## config.mk

```make
export PLATFORM = sky130hd
export DESIGN_NAME = adc_timing_format
export DESIGN_NICKNAME = d
export VERILOG_FILES = /design/src/adc_ctl_pkg.sv /design/src/tad_tick_gen.sv /design/src/sar_engine.sv /design/src/adc_timing_format.sv
export SDC_FILE = /design/constraint.sdc
export NUM_CORES = 1
export LEC_CHECK = 0
export BUFFER_PORTS_ARGS = -buffer_cell sky130_fd_sc_hd__buf_4
export CAP_MARGIN = 20
export CORE_MARGIN = 4
export CORE_UTILIZATION = 60
export DETAILED_ROUTE_END_ITERATION = 10
export PLACE_DENSITY = 0.85
export RECOVER_POWER = 100
export SLEW_MARGIN = 20
export SYNTH_ARGS = -nofsm -noshare
export SYNTH_HDL_FRONTEND = slang
export SYNTH_SLANG_ARGS = --single-unit
export TNS_END_PERCENT = 1
```

## constraint.sdc

```tcl
create_clock -name mclk_i -period 7 [get_ports mclk_i]
set_clock_uncertainty 0.2 [all_clocks]
set_input_delay 0.35 -clock mclk_i [delete_from_list [all_inputs] [get_ports mclk_i]]
set_output_delay 0.35 -clock mclk_i [all_outputs]
set_load 0.005 [all_outputs]
```

## src/adc_ctl_pkg.sv

```systemverilog
// Shared constants, register map and carrier types of the converter control block
package adc_ctl_pkg;

    // Clock and timing
    localparam int unsigned CLK_PERIOD_NS    = 10;
    localparam int unsigned CLK_HZ           = 100_000_000;
    localparam int unsigned RC_FREQ_HZ       = 600_000;
    // Longest time, so the divide rounds down
    localparam int unsigned RC_DIV           = CLK_HZ / RC_FREQ_HZ;
    // One instruction cycle is four system clock periods
    localparam int unsigned INSTR_CYCLE_NS   = 40;
    // Least time, so the count rounds up
    localparam int unsigned INSTR_CYCLE_CLKS = (INSTR_CYCLE_NS + CLK_PERIOD_NS - 1) / CLK_PERIOD_NS;

    // Result width
    localparam int unsigned RES_W = 10;

    // Bus geometry
    localparam int unsigned ADDR_W = 5;
    localparam int unsigned DATA_W = 32;

    // Register byte offsets
    localparam logic [ADDR_W-1:0] OFS_TIMING_FORMAT = 5'h00;
    localparam logic [ADDR_W-1:0] OFS_CONV_CONTROL  = 5'h04;
    localparam logic [ADDR_W-1:0] OFS_RESULT_HIGH   = 5'h08;
    localparam logic [ADDR_W-1:0] OFS_RESULT_LOW    = 5'h0c;
    localparam logic [ADDR_W-1:0] OFS_IRQ_STATUS    = 5'h10;
    localparam logic [ADDR_W-1:0] OFS_IRQ_MASK      = 5'h14;

    // Field positions
    localparam int unsigned JUSTIFY_BIT  = 7;
    localparam int unsigned ACQ_SEL_LSB  = 3;
    localparam int unsigned CLK_SEL_LSB  = 0;
    localparam int unsigned START_BIT    = 0;
    localparam int unsigned DONE_BIT     = 0;

    // Reset values
    localparam logic [7:0] TIMING_FORMAT_RST = 8'h00;
    localparam logic [7:0] RESULT_RST        = 8'h00;

    // Conversion clock select codes that pick the internal RC clock
    localparam logic [2:0] CLK_SEL_RC_A = 3'h3;
    localparam logic [2:0] CLK_SEL_RC_B = 3'h7;

    // Acquisition delay, in converter clock periods
    function automatic logic [4:0] acq_periods(input logic [2:0] code);
        case (code)
            3'h0:    acq_periods = 5'h00;
            3'h1:    acq_periods = 5'h02;
            3'h2:    acq_periods = 5'h04;
            3'h3:    acq_periods = 5'h06;
            3'h4:    acq_periods = 5'h08;
            3'h5:    acq_periods = 5'h0c;
            3'h6:    acq_periods = 5'h10;
            default: acq_periods = 5'h14;
        endcase
    endfunction

    // System clock divide ratio for one converter clock period
    function automatic logic [7:0] clk_divide(input logic [2:0] code);
        case (code)
            3'h0:    clk_divide = 8'h02;
            3'h1:    clk_divide = 8'h08;
            3'h2:    clk_divide = 8'h20;
            3'h4:    clk_divide = 8'h04;
            3'h5:    clk_divide = 8'h10;
            3'h6:    clk_divide = 8'h40;
            default: clk_divide = RC_DIV[7:0];
        endcase
    endfunction

    // Avalon-MM request from the master
    typedef struct packed {
        logic              read;
        logic              write;
        logic [ADDR_W-1:0] address;
        logic [DATA_W-1:0] writedata;
        logic [3:0]        byteenable;
    } avmm_req_t;

    // Avalon-MM answer to the master
    typedef struct packed {
        logic              waitrequest;
        logic [DATA_W-1:0] readdata;
    } avmm_rsp_t;

    // Sampling capacitor control towards the analogue front end
    typedef struct packed {
        logic connect;
        logic discharge;
    } cap_ctrl_t;

    typedef enum logic [1:0] {
        ST_IDLE,
        ST_ACQUIRE,
        ST_HOLDOFF,
        ST_CONVERT
    } conv_state_t;

endpackage

```

## src/tad_tick_gen.sv

```systemverilog
// Converter clock period enable generator
`timescale 1ns/1ps
`default_nettype none
module tad_tick_gen (
    // Clock and reset
    input  wire logic       mclk_i,
    input  wire logic       rst_n_i,
    // Control
    input  wire logic       restart_i,
    input  wire logic [2:0] clk_sel_i,
    // Enable pulse
    output logic            tick_o
);

    typedef struct packed {
        logic [7:0] cnt;
        logic       tick;
    } tick_state_t;

    tick_state_t st;
    tick_state_t next_st;

    // Restart aligns the first period to the start request
    always_comb begin
        next_st      = st;
        next_st.tick = 1'b0;
        if (restart_i) begin
            next_st.cnt = 8'h00;
        end else if (st.cnt >= adc_ctl_pkg::clk_divide(clk_sel_i) - 8'h01) begin
            next_st.cnt  = 8'h00;
            next_st.tick = 1'b1;
        end else begin
            next_st.cnt = st.cnt + 8'h01;
        end
    end

    always_ff @(posedge mclk_i or negedge rst_n_i) begin
        if (!rst_n_i) begin
            st <= '0;
        end else begin
            st <= next_st;
        end
    end

    assign tick_o = st.tick;

endmodule
`default_nettype wire

```

## src/sar_engine.sv

```systemverilog
// Successive approximation register, one result bit per converter clock period
`timescale 1ns/1ps
`default_nettype none
module sar_engine #(
    parameter int unsigned RES_W = 10
) (
    // Clock and reset
    input  wire logic             mclk_i,
    input  wire logic             rst_n_i,
    // Control
    input  wire logic             start_i,
    input  wire logic             step_i,
    input  wire logic             cmp_i,
    // Trial code and result
    output logic [RES_W-1:0]      trial_o,
    output logic                  done_o
);

    initial begin
        if (RES_W < 2 || RES_W > 16) begin
            $error("sar_engine: RES_W out of range");
        end
    end

    typedef struct packed {
        logic             active;
        logic [3:0]       idx;
        logic [RES_W-1:0] trial;
        logic             done;
    } sar_state_t;

    sar_state_t st;
    sar_state_t next_st;

    // Comparator high means the input is at or above the trial level: keep the bit
    always_comb begin
        next_st      = st;
        next_st.done = 1'b0;
        if (start_i) begin
            next_st.active = 1'b1;
            next_st.idx    = 4'(RES_W - 1);
            next_st.trial  = '0;
            next_st.trial[RES_W-1] = 1'b1;
        end else if (st.active && step_i) begin
            if (!cmp_i) begin
                next_st.trial[st.idx] = 1'b0;
            end
            if (st.idx == 4'h0) begin
                next_st.active = 1'b0;
                next_st.done   = 1'b1;
            end else begin
                next_st.idx = st.idx - 4'h1;
                next_st.trial[st.idx - 4'h1] = 1'b1;
            end
        end
    end

    always_ff @(posedge mclk_i or negedge rst_n_i) begin
        if (!rst_n_i) begin
            st <= '0;
        end else begin
            st <= next_st;
        end
    end

    assign trial_o = st.trial;
    assign done_o  = st.done;

endmodule
`default_nettype wire

```

## src/adc_timing_format.sv

```systemverilog
// Converter timing, start sequencing and result formatting with an Avalon-MM register slave
//
// How it works
// - Format bit picks right or left justify
// - Acquisition field maps to 0..20 converter periods
// - Capacitor stays connected through acquisition delay
// - Clock field picks divider or RC clock
// - RC clock adds one instruction cycle holdoff
// - Left justify: bits 9..2 in high byte
// - Left justify: bits 1..0 in low 7..6
// - Right justify: bits 9..8 in high 1..0
// - Right justify: bits 7..0 in low byte
// - Timing register bit six reads zero
// - Capacitor discharged after every conversion
// - Start bit stays set until conversion completes
`timescale 1ns/1ps
`default_nettype none
module adc_timing_format #(
    parameter int unsigned HOLDOFF_CLKS = adc_ctl_pkg::INSTR_CYCLE_CLKS
) (
    // Clock and reset
    input  wire logic                                  mclk_i,
    input  wire logic                                  rst_n_i,
    // Register bus
    input  wire adc_ctl_pkg::avmm_req_t                avmm_req_i,
    output adc_ctl_pkg::avmm_rsp_t                     avmm_rsp_o,
    // Analogue front end
    input  wire logic                                  cmp_i,
    output logic [adc_ctl_pkg::RES_W-1:0]              dac_code_o,
    output adc_ctl_pkg::cap_ctrl_t                     cap_ctrl_o,
    // Interrupt
    output logic                                       irq_o
);

    localparam int unsigned RES_W = adc_ctl_pkg::RES_W;

    initial begin
        if (HOLDOFF_CLKS < 1 || HOLDOFF_CLKS > 255) begin
            $error("adc_timing_format: HOLDOFF_CLKS out of range");
        end
        // The divider counts in eight bits, and the comparator path needs five clocks a period
        if (adc_ctl_pkg::RC_DIV < 5 || adc_ctl_pkg::RC_DIV > 255) begin
            $error("adc_timing_format: RC_DIV out of range");
        end
    end

    // Whole state of the block
    typedef struct packed {
        adc_ctl_pkg::conv_state_t state;
        logic                     justify;
        logic [2:0]               acq_sel;
        logic [2:0]               clk_sel;
        logic [7:0]               res_high;
        logic [7:0]               res_low;
        logic                     done_sts;
        logic                     done_mask;
        logic                     irq;
        logic [4:0]               acq_left;
        logic [7:0]               hold_left;
        logic                     sar_start;
        logic                     connect;
        logic                     discharge;
        logic                     waitreq;
        logic [31:0]              rdata;
        logic [1:0]               cmp_sync;
    } ctl_state_t;

    ctl_state_t st;
    ctl_state_t next_st;

    logic             tad_tick;
    logic             tad_restart;
    logic             sar_done;
    logic [RES_W-1:0] sar_trial;

    // Converter clock period enable from the selected divider or the RC rate
    tad_tick_gen u_tad (
        .mclk_i    (mclk_i),
        .rst_n_i   (rst_n_i),
        .restart_i (tad_restart),
        .clk_sel_i (st.clk_sel),
        .tick_o    (tad_tick)
    );

    // Bit decisions are made once per converter clock period
    sar_engine #(
        .RES_W (RES_W)
    ) u_sar (
        .mclk_i  (mclk_i),
        .rst_n_i (rst_n_i),
        .start_i (st.sar_start),
        .step_i  (tad_tick && st.state == adc_ctl_pkg::ST_CONVERT),
        .cmp_i   (st.cmp_sync[1]),
        .trial_o (sar_trial),
        .done_o  (sar_done)
    );

    // Bus decode helpers
    logic        bus_req;
    logic        bus_take;
    logic        bus_wr;
    logic        bus_rd;
    logic [7:0]  wbyte;
    logic        rc_sel;
    logic        start_req;
    logic [7:0]  fmt_high;
    logic [7:0]  fmt_low;

    assign bus_req  = avmm_req_i.read || avmm_req_i.write;
    assign bus_take = bus_req && !st.waitreq;
    assign bus_wr   = bus_take && avmm_req_i.write && avmm_req_i.byteenable[0];
    assign bus_rd   = bus_req && st.waitreq && avmm_req_i.read;
    assign wbyte    = avmm_req_i.writedata[7:0];
    assign rc_sel   = (st.clk_sel == adc_ctl_pkg::CLK_SEL_RC_A) || (st.clk_sel == adc_ctl_pkg::CLK_SEL_RC_B);
    assign start_req = bus_wr && avmm_req_i.address == adc_ctl_pkg::OFS_CONV_CONTROL
                       && wbyte[adc_ctl_pkg::START_BIT];
    // Restart the divider on the very edge the start is taken; a registered restart
    // would let one stale tick shorten the acquisition count by a whole period
    assign tad_restart = start_req && st.state == adc_ctl_pkg::ST_IDLE;

    // Result layout chosen by the format bit at completion
    always_comb begin
        if (st.justify) begin
            fmt_high = {6'h00, sar_trial[9:8]};
            fmt_low  = sar_trial[7:0];
        end else begin
            fmt_high = sar_trial[9:2];
            fmt_low  = {sar_trial[1:0], 6'h00};
        end
    end

    // Read data mux; reserved and unmapped bits read as zero
    logic [7:0] rd_byte;
    always_comb begin
        case (avmm_req_i.address)
            adc_ctl_pkg::OFS_TIMING_FORMAT: rd_byte = {st.justify, 1'b0, st.acq_sel, st.clk_sel};
            adc_ctl_pkg::OFS_CONV_CONTROL:  rd_byte = {7'h00, st.state != adc_ctl_pkg::ST_IDLE};
            adc_ctl_pkg::OFS_RESULT_HIGH:   rd_byte = st.res_high;
            adc_ctl_pkg::OFS_RESULT_LOW:    rd_byte = st.res_low;
            adc_ctl_pkg::OFS_IRQ_STATUS:    rd_byte = {7'h00, st.done_sts};
            adc_ctl_pkg::OFS_IRQ_MASK:      rd_byte = {7'h00, st.done_mask};
            default:                        rd_byte = 8'h00;
        endcase
    end

    // Next state of the whole block
    always_comb begin
        next_st              = st;
        next_st.sar_start    = 1'b0;
        next_st.discharge    = 1'b0;
        next_st.cmp_sync     = {st.cmp_sync[0], cmp_i};

        // Bus handshake: one wait cycle, then a one-cycle answer
        if (bus_req && st.waitreq) begin
            next_st.waitreq = 1'b0;
            next_st.rdata   = bus_rd ? {24'h000000, rd_byte} : 32'h00000000;
        end else begin
            next_st.waitreq = 1'b1;
        end

        // Software writes to configuration and result bytes
        if (bus_wr) begin
            case (avmm_req_i.address)
                adc_ctl_pkg::OFS_TIMING_FORMAT: begin
                    next_st.justify = wbyte[adc_ctl_pkg::JUSTIFY_BIT];
                    next_st.acq_sel = wbyte[adc_ctl_pkg::ACQ_SEL_LSB +: 3];
                    next_st.clk_sel = wbyte[adc_ctl_pkg::CLK_SEL_LSB +: 3];
                end
                adc_ctl_pkg::OFS_RESULT_HIGH: next_st.res_high = wbyte;
                adc_ctl_pkg::OFS_RESULT_LOW:  next_st.res_low  = wbyte;
                adc_ctl_pkg::OFS_IRQ_STATUS: begin
                    if (wbyte[adc_ctl_pkg::DONE_BIT]) begin
                        next_st.done_sts = 1'b0;
                    end
                end
                adc_ctl_pkg::OFS_IRQ_MASK: next_st.done_mask = wbyte[adc_ctl_pkg::DONE_BIT];
                default: ;
            endcase
        end

        // Conversion sequencer
        case (st.state)
            adc_ctl_pkg::ST_IDLE: begin
                // Start while idle only; a zero delay leaves the wait to software
                if (start_req) begin
                    next_st.connect      = 1'b1;
                    next_st.acq_left     = adc_ctl_pkg::acq_periods(st.acq_sel);
                    next_st.hold_left    = 8'(HOLDOFF_CLKS);
                    if (adc_ctl_pkg::acq_periods(st.acq_sel) != 5'h00) begin
                        next_st.state = adc_ctl_pkg::ST_ACQUIRE;
                    end else if (rc_sel) begin
                        next_st.state = adc_ctl_pkg::ST_HOLDOFF;
                    end else begin
                        next_st.state     = adc_ctl_pkg::ST_CONVERT;
                        next_st.connect   = 1'b0;
                        next_st.sar_start = 1'b1;
                    end
                end
            end
            adc_ctl_pkg::ST_ACQUIRE: begin
                // Capacitor tracks the channel until the last period ends
                if (tad_tick) begin
                    next_st.acq_left = st.acq_left - 5'h01;
                    if (st.acq_left == 5'h01) begin
                        if (rc_sel) begin
                            next_st.state = adc_ctl_pkg::ST_HOLDOFF;
                        end else begin
                            next_st.state     = adc_ctl_pkg::ST_CONVERT;
                            next_st.connect   = 1'b0;
                            next_st.sar_start = 1'b1;
                        end
                    end
                end
            end
            adc_ctl_pkg::ST_HOLDOFF: begin
                // Lets a sleep instruction execute before the quiet conversion
                next_st.hold_left = st.hold_left - 8'h01;
                if (st.hold_left == 8'h01) begin
                    next_st.state     = adc_ctl_pkg::ST_CONVERT;
                    next_st.connect   = 1'b0;
                    next_st.sar_start = 1'b1;
                end
            end
            adc_ctl_pkg::ST_CONVERT: begin
                // Hardware result write wins over a software write in the same cycle
                if (sar_done) begin
                    next_st.state     = adc_ctl_pkg::ST_IDLE;
                    next_st.res_high  = fmt_high;
                    next_st.res_low   = fmt_low;
                    next_st.discharge = 1'b1;
                    next_st.done_sts  = 1'b1;                 // Set wins over clear
                end
            end
            default: begin
                next_st.state = adc_ctl_pkg::ST_IDLE;
            end
        endcase

        next_st.irq = next_st.done_sts && next_st.done_mask;
    end

    // Single register stage for all state
    always_ff @(posedge mclk_i or negedge rst_n_i) begin
        if (!rst_n_i) begin
            st          <= '0;
            st.state    <= adc_ctl_pkg::ST_IDLE;
            st.justify  <= adc_ctl_pkg::TIMING_FORMAT_RST[adc_ctl_pkg::JUSTIFY_BIT];
            st.acq_sel  <= adc_ctl_pkg::TIMING_FORMAT_RST[adc_ctl_pkg::ACQ_SEL_LSB +: 3];
            st.clk_sel  <= adc_ctl_pkg::TIMING_FORMAT_RST[adc_ctl_pkg::CLK_SEL_LSB +: 3];
            st.res_high <= adc_ctl_pkg::RESULT_RST;
            st.res_low  <= adc_ctl_pkg::RESULT_RST;
            st.waitreq  <= 1'b1;
        end else begin
            st <= next_st;
        end
    end

    // Outputs straight from flops
    assign avmm_rsp_o.waitrequest = st.waitreq;
    assign avmm_rsp_o.readdata    = st.rdata;
    assign cap_ctrl_o.connect     = st.connect;
    assign cap_ctrl_o.discharge   = st.discharge;
    assign dac_code_o             = sar_trial;
    assign irq_o                  = st.irq;

endmodule
`default_nettype wire

```

==> results.cfg <==
[finish]
multi_input_area_mm2 = 0.00242
syn_to_final_growth_pct = 5.30
n_antenna_cell = 0
seq_area_mm2 = 0.00200
fillers = 616
num-nets-final = 582
drive_above_1_share_pct = 13.5

[synthesis]
synthArstFlopShare_pct = 100
synth_edf_count = 0
syn_area_mm2 = 0.00489
synth_seq_cells = 80
ys_types = 63
synth-main-ff-cell = dfrtp_1
synthCells = 514
yosysWarnings = 0
ys_seq_area_share_pct = 41.0
syn_avg_cell_area_um2 = 9.51

[setup_path]
critPathMaxStageDelay_ns = 1.50
critPathTopFamily = simple AND/OR/NAND/NOR gates
cp_num_cells = 6
crit_start = st[78]
r2r-start = st[78]
slowest_stage = nor4_1
crit_path_cell_trace = inv_1, ha_1, clkinv_1, nor4_1, nand3_1, a21oi_1
reg2reg_to = st[37]
path_max_fanout = 19
startpoint_type = flip-flop
required_ns = 7.07
cp_num_buf_inv = 2
crit_type = reg -> reg
worstRegToRegCells = 6
cp.arrival_ns = 3.91
r2r_slack_ns = 3.15
critical_path.endpoint_type = flip-flop
cp-endpoint = st[37]

[detailed_routing]
finalWirelength_um = 11100
num_vias = 3984
drt_iter0_drc = 348
drc = 0
vias_per_cell = 6.35
antenna_left = 0
dr.pass1.iters = 5
wire_per_inst_um = 17.7

[sta]
fmax_mhz = 260
drv_slew = 29
setup_viol = 0
fin_crit_sh_pct = 54.9
worst_pin_slew_ns = 1.76
holdWs_ns = 0.0439
fin_setup_tns_ns = 0
relSlewSlack_pct = -18.3
finalHoldViolCount = 0
rsz0062_at_grt = no
final.min_clock_period_ns = 3.85

[cts]
path_clk_slew_ns = 0.08
cts_max_level = 3
clk_latency_ns = 0.35
cts_sinks = 80
clockBufferDepth = 2
cts_tree = done
cts-root-buf = clkbuf_8
cts_buffers = 9
post_cts.repair.setup_buffers = 0

[global_routing]
grt_pass1_wl_um = 18300
grtUsageTotal_pct = 23.0
antenna_found_initial = 0
grt_pass1_vias = 3825
grt_max_degree = 81
overflow = 0

[place]
numPortBuffers = 40
gp_congestion = 0.943
dp_hpwl_um = 7580

[floorplan]
core_region_area_mm2 = 0.00781
start_util_pct = 62.6
die_x_um = 98.3
dieArea_mm2 = 0.00965
io_pins = 92
fp-row-count = 32
die_y_um = 98.3

[min_path]
hold-path-cell-count = 2
hold_path.class = in -> reg

[outcome]
outcome = finished, violations left
violations = max-capacitance violations, max-slew violations

[run]
cap_violations = 2

[pwr]
power.total_w = 0.00173
p_per_area_mw_per_mm2 = 337
ir_drop_v = 0.000230
leakage_nw = 2.31
[where the power goes]
group          switching [W]  leakage [nW]  internal [W]
clock               0.000171         0.104      0.000202
sequential          0.000162         0.979      0.000591
combinational       0.000336          1.22      0.000271
total               0.000669          2.31       0.00106
[metal layers]
metal,GRT usage [%],up-vias,wire (um)
met2,37.3,177,5360
met3,4.57,29,799
met4,7.56,0,230
li1,-,1841,-
met5,0,-,0
met1,31.1,1937,4710
[state kept, by name (all words and copies together) (netlist names), 2 cells and up]
name	count
avmm_rsp_o	9
u_sar.trial_o	10
st	42
u_sar.st	5
u_tad.st	8
cap_ctrl_o	2
[how the worst min path moves through the flow]
stage / start / endpoint
floorplan: rst_n_i / avmm_rsp_o[0]
global placement: next_st[1] / st[1]
detailed placement: next_st[1] / st[1]
CTS: avmm_req_i[11] / st[76]
global route: avmm_req_i[7] / st[73]
finish: avmm_req_i[11] / st[76]
[worst reg2reg max path, cell delays in order (launching register included)]
cell and delay, ns:
dfrtp_1 0.41, inv_1 0.11, ha_1 0.63, clkinv_1 0.50
nor4_1 1.50, nand3_1 0.17, a21oi_1 0.24
[cell families after synthesis]
logic type / synth area share (%)
other: 0.154
adder cells (fa/ha/maj): 4.10
buffers and inverters: 10.5
XOR/XNOR: 1.43
AO/OA/AOI/OAI: 16.2
AND/OR/NAND/NOR: 19.3
multiplexers: 7.27
flip-flops: 41.0
[cell usage after synthesis, drive strengths merged (3+ instances only)]
| cell type | instances | share of area (%) |
|---|---|---|
| dfrtp | 79 | 40 |
| nand3 | 51 | 5.2 |
| buf | 50 | 7.6 |
| o21ai | 35 | 3.6 |
| a21oi | 22 | 2.3 |
| mux2i | 22 | 4.5 |
| nor3 | 21 | 2.4 |
| clkbuf | 20 | 1.5 |
| nor2 | 17 | 1.3 |
| a31oi | 16 | 2.0 |
| ha | 16 | 4.1 |
| inv | 16 | 1.2 |
| nand2 | 13 | 1.0 |
| a21o | 12 | 1.8 |
| mux2 | 12 | 2.8 |
| nor2b | 10 | 1.3 |
| and3 | 8 | 1.0 |
| nand3b | 8 | 1.2 |
| nand4 | 8 | 1.0 |
| a211oi | 7 | 1.1 |
| xor2 | 6 | 1.1 |
| or3 | 5 | 0.84 |
| a221o | 4 | 0.82 |
| a41oi | 4 | 0.72 |
| nand2b | 4 | 0.51 |
| o31ai | 4 | 0.90 |
| nand4b | 3 | 0.54 |
| nor3b | 3 | 0.56 |
| nor4b | 3 | 0.54 |
[cell usage in the layout, fill, tap and decap left out, types with 6 or more instances in the layout]
master / count
clkbuf_4: 21
nand3_1: 51
mux2i_1: 22
o21ai_0: 34
conb_1: 25
ha_1: 16
buf_4: 15
nand2_1: 13
a211oi_1: 7
clkbuf_8: 9
nor2b_1: 9
nand4_1: 8
xor2_1: 6
a31oi_1: 16
a21o_1: 12
a21oi_1: 22
nor3_1: 20
inv_1: 16
dfrtp_1: 79
mux2_2: 12
and3_1: 8
nand3b_1: 8
nor2_1: 17
[through the flow]
step / worst slack [ns] / util [%] / area, um^2 / cells
after floorplan: 4.79 / - / 4970 / 537
after global placement: 3.71 / 63.4 / 4950 / 609
after detailed placement: 3.69 / 63.4 / 4950 / 609
after CTS: 3.63 / 66.4 / 5190 / 627
after global routing: 2.88 / 65.9 / 5150 / 627
final: 3.15 / 65.9 / 5150 / 627
[cell type report]
type	count	area share, %
sequential	80	38.9
timing repair buffer	42	6.08
clock inverter	5	1.58
tap	102	2.48
clock buffer	11	2.55
multi-input combinational	369	47.1
inverter	18	1.31
[timing repair]
action                                 4_1_cts  5_1_grt
hold buffers                                 2        0
endpoints found under the hold margin        5        0
gates resized for setup                      0        0
Power figures use the tool's default switching activity.
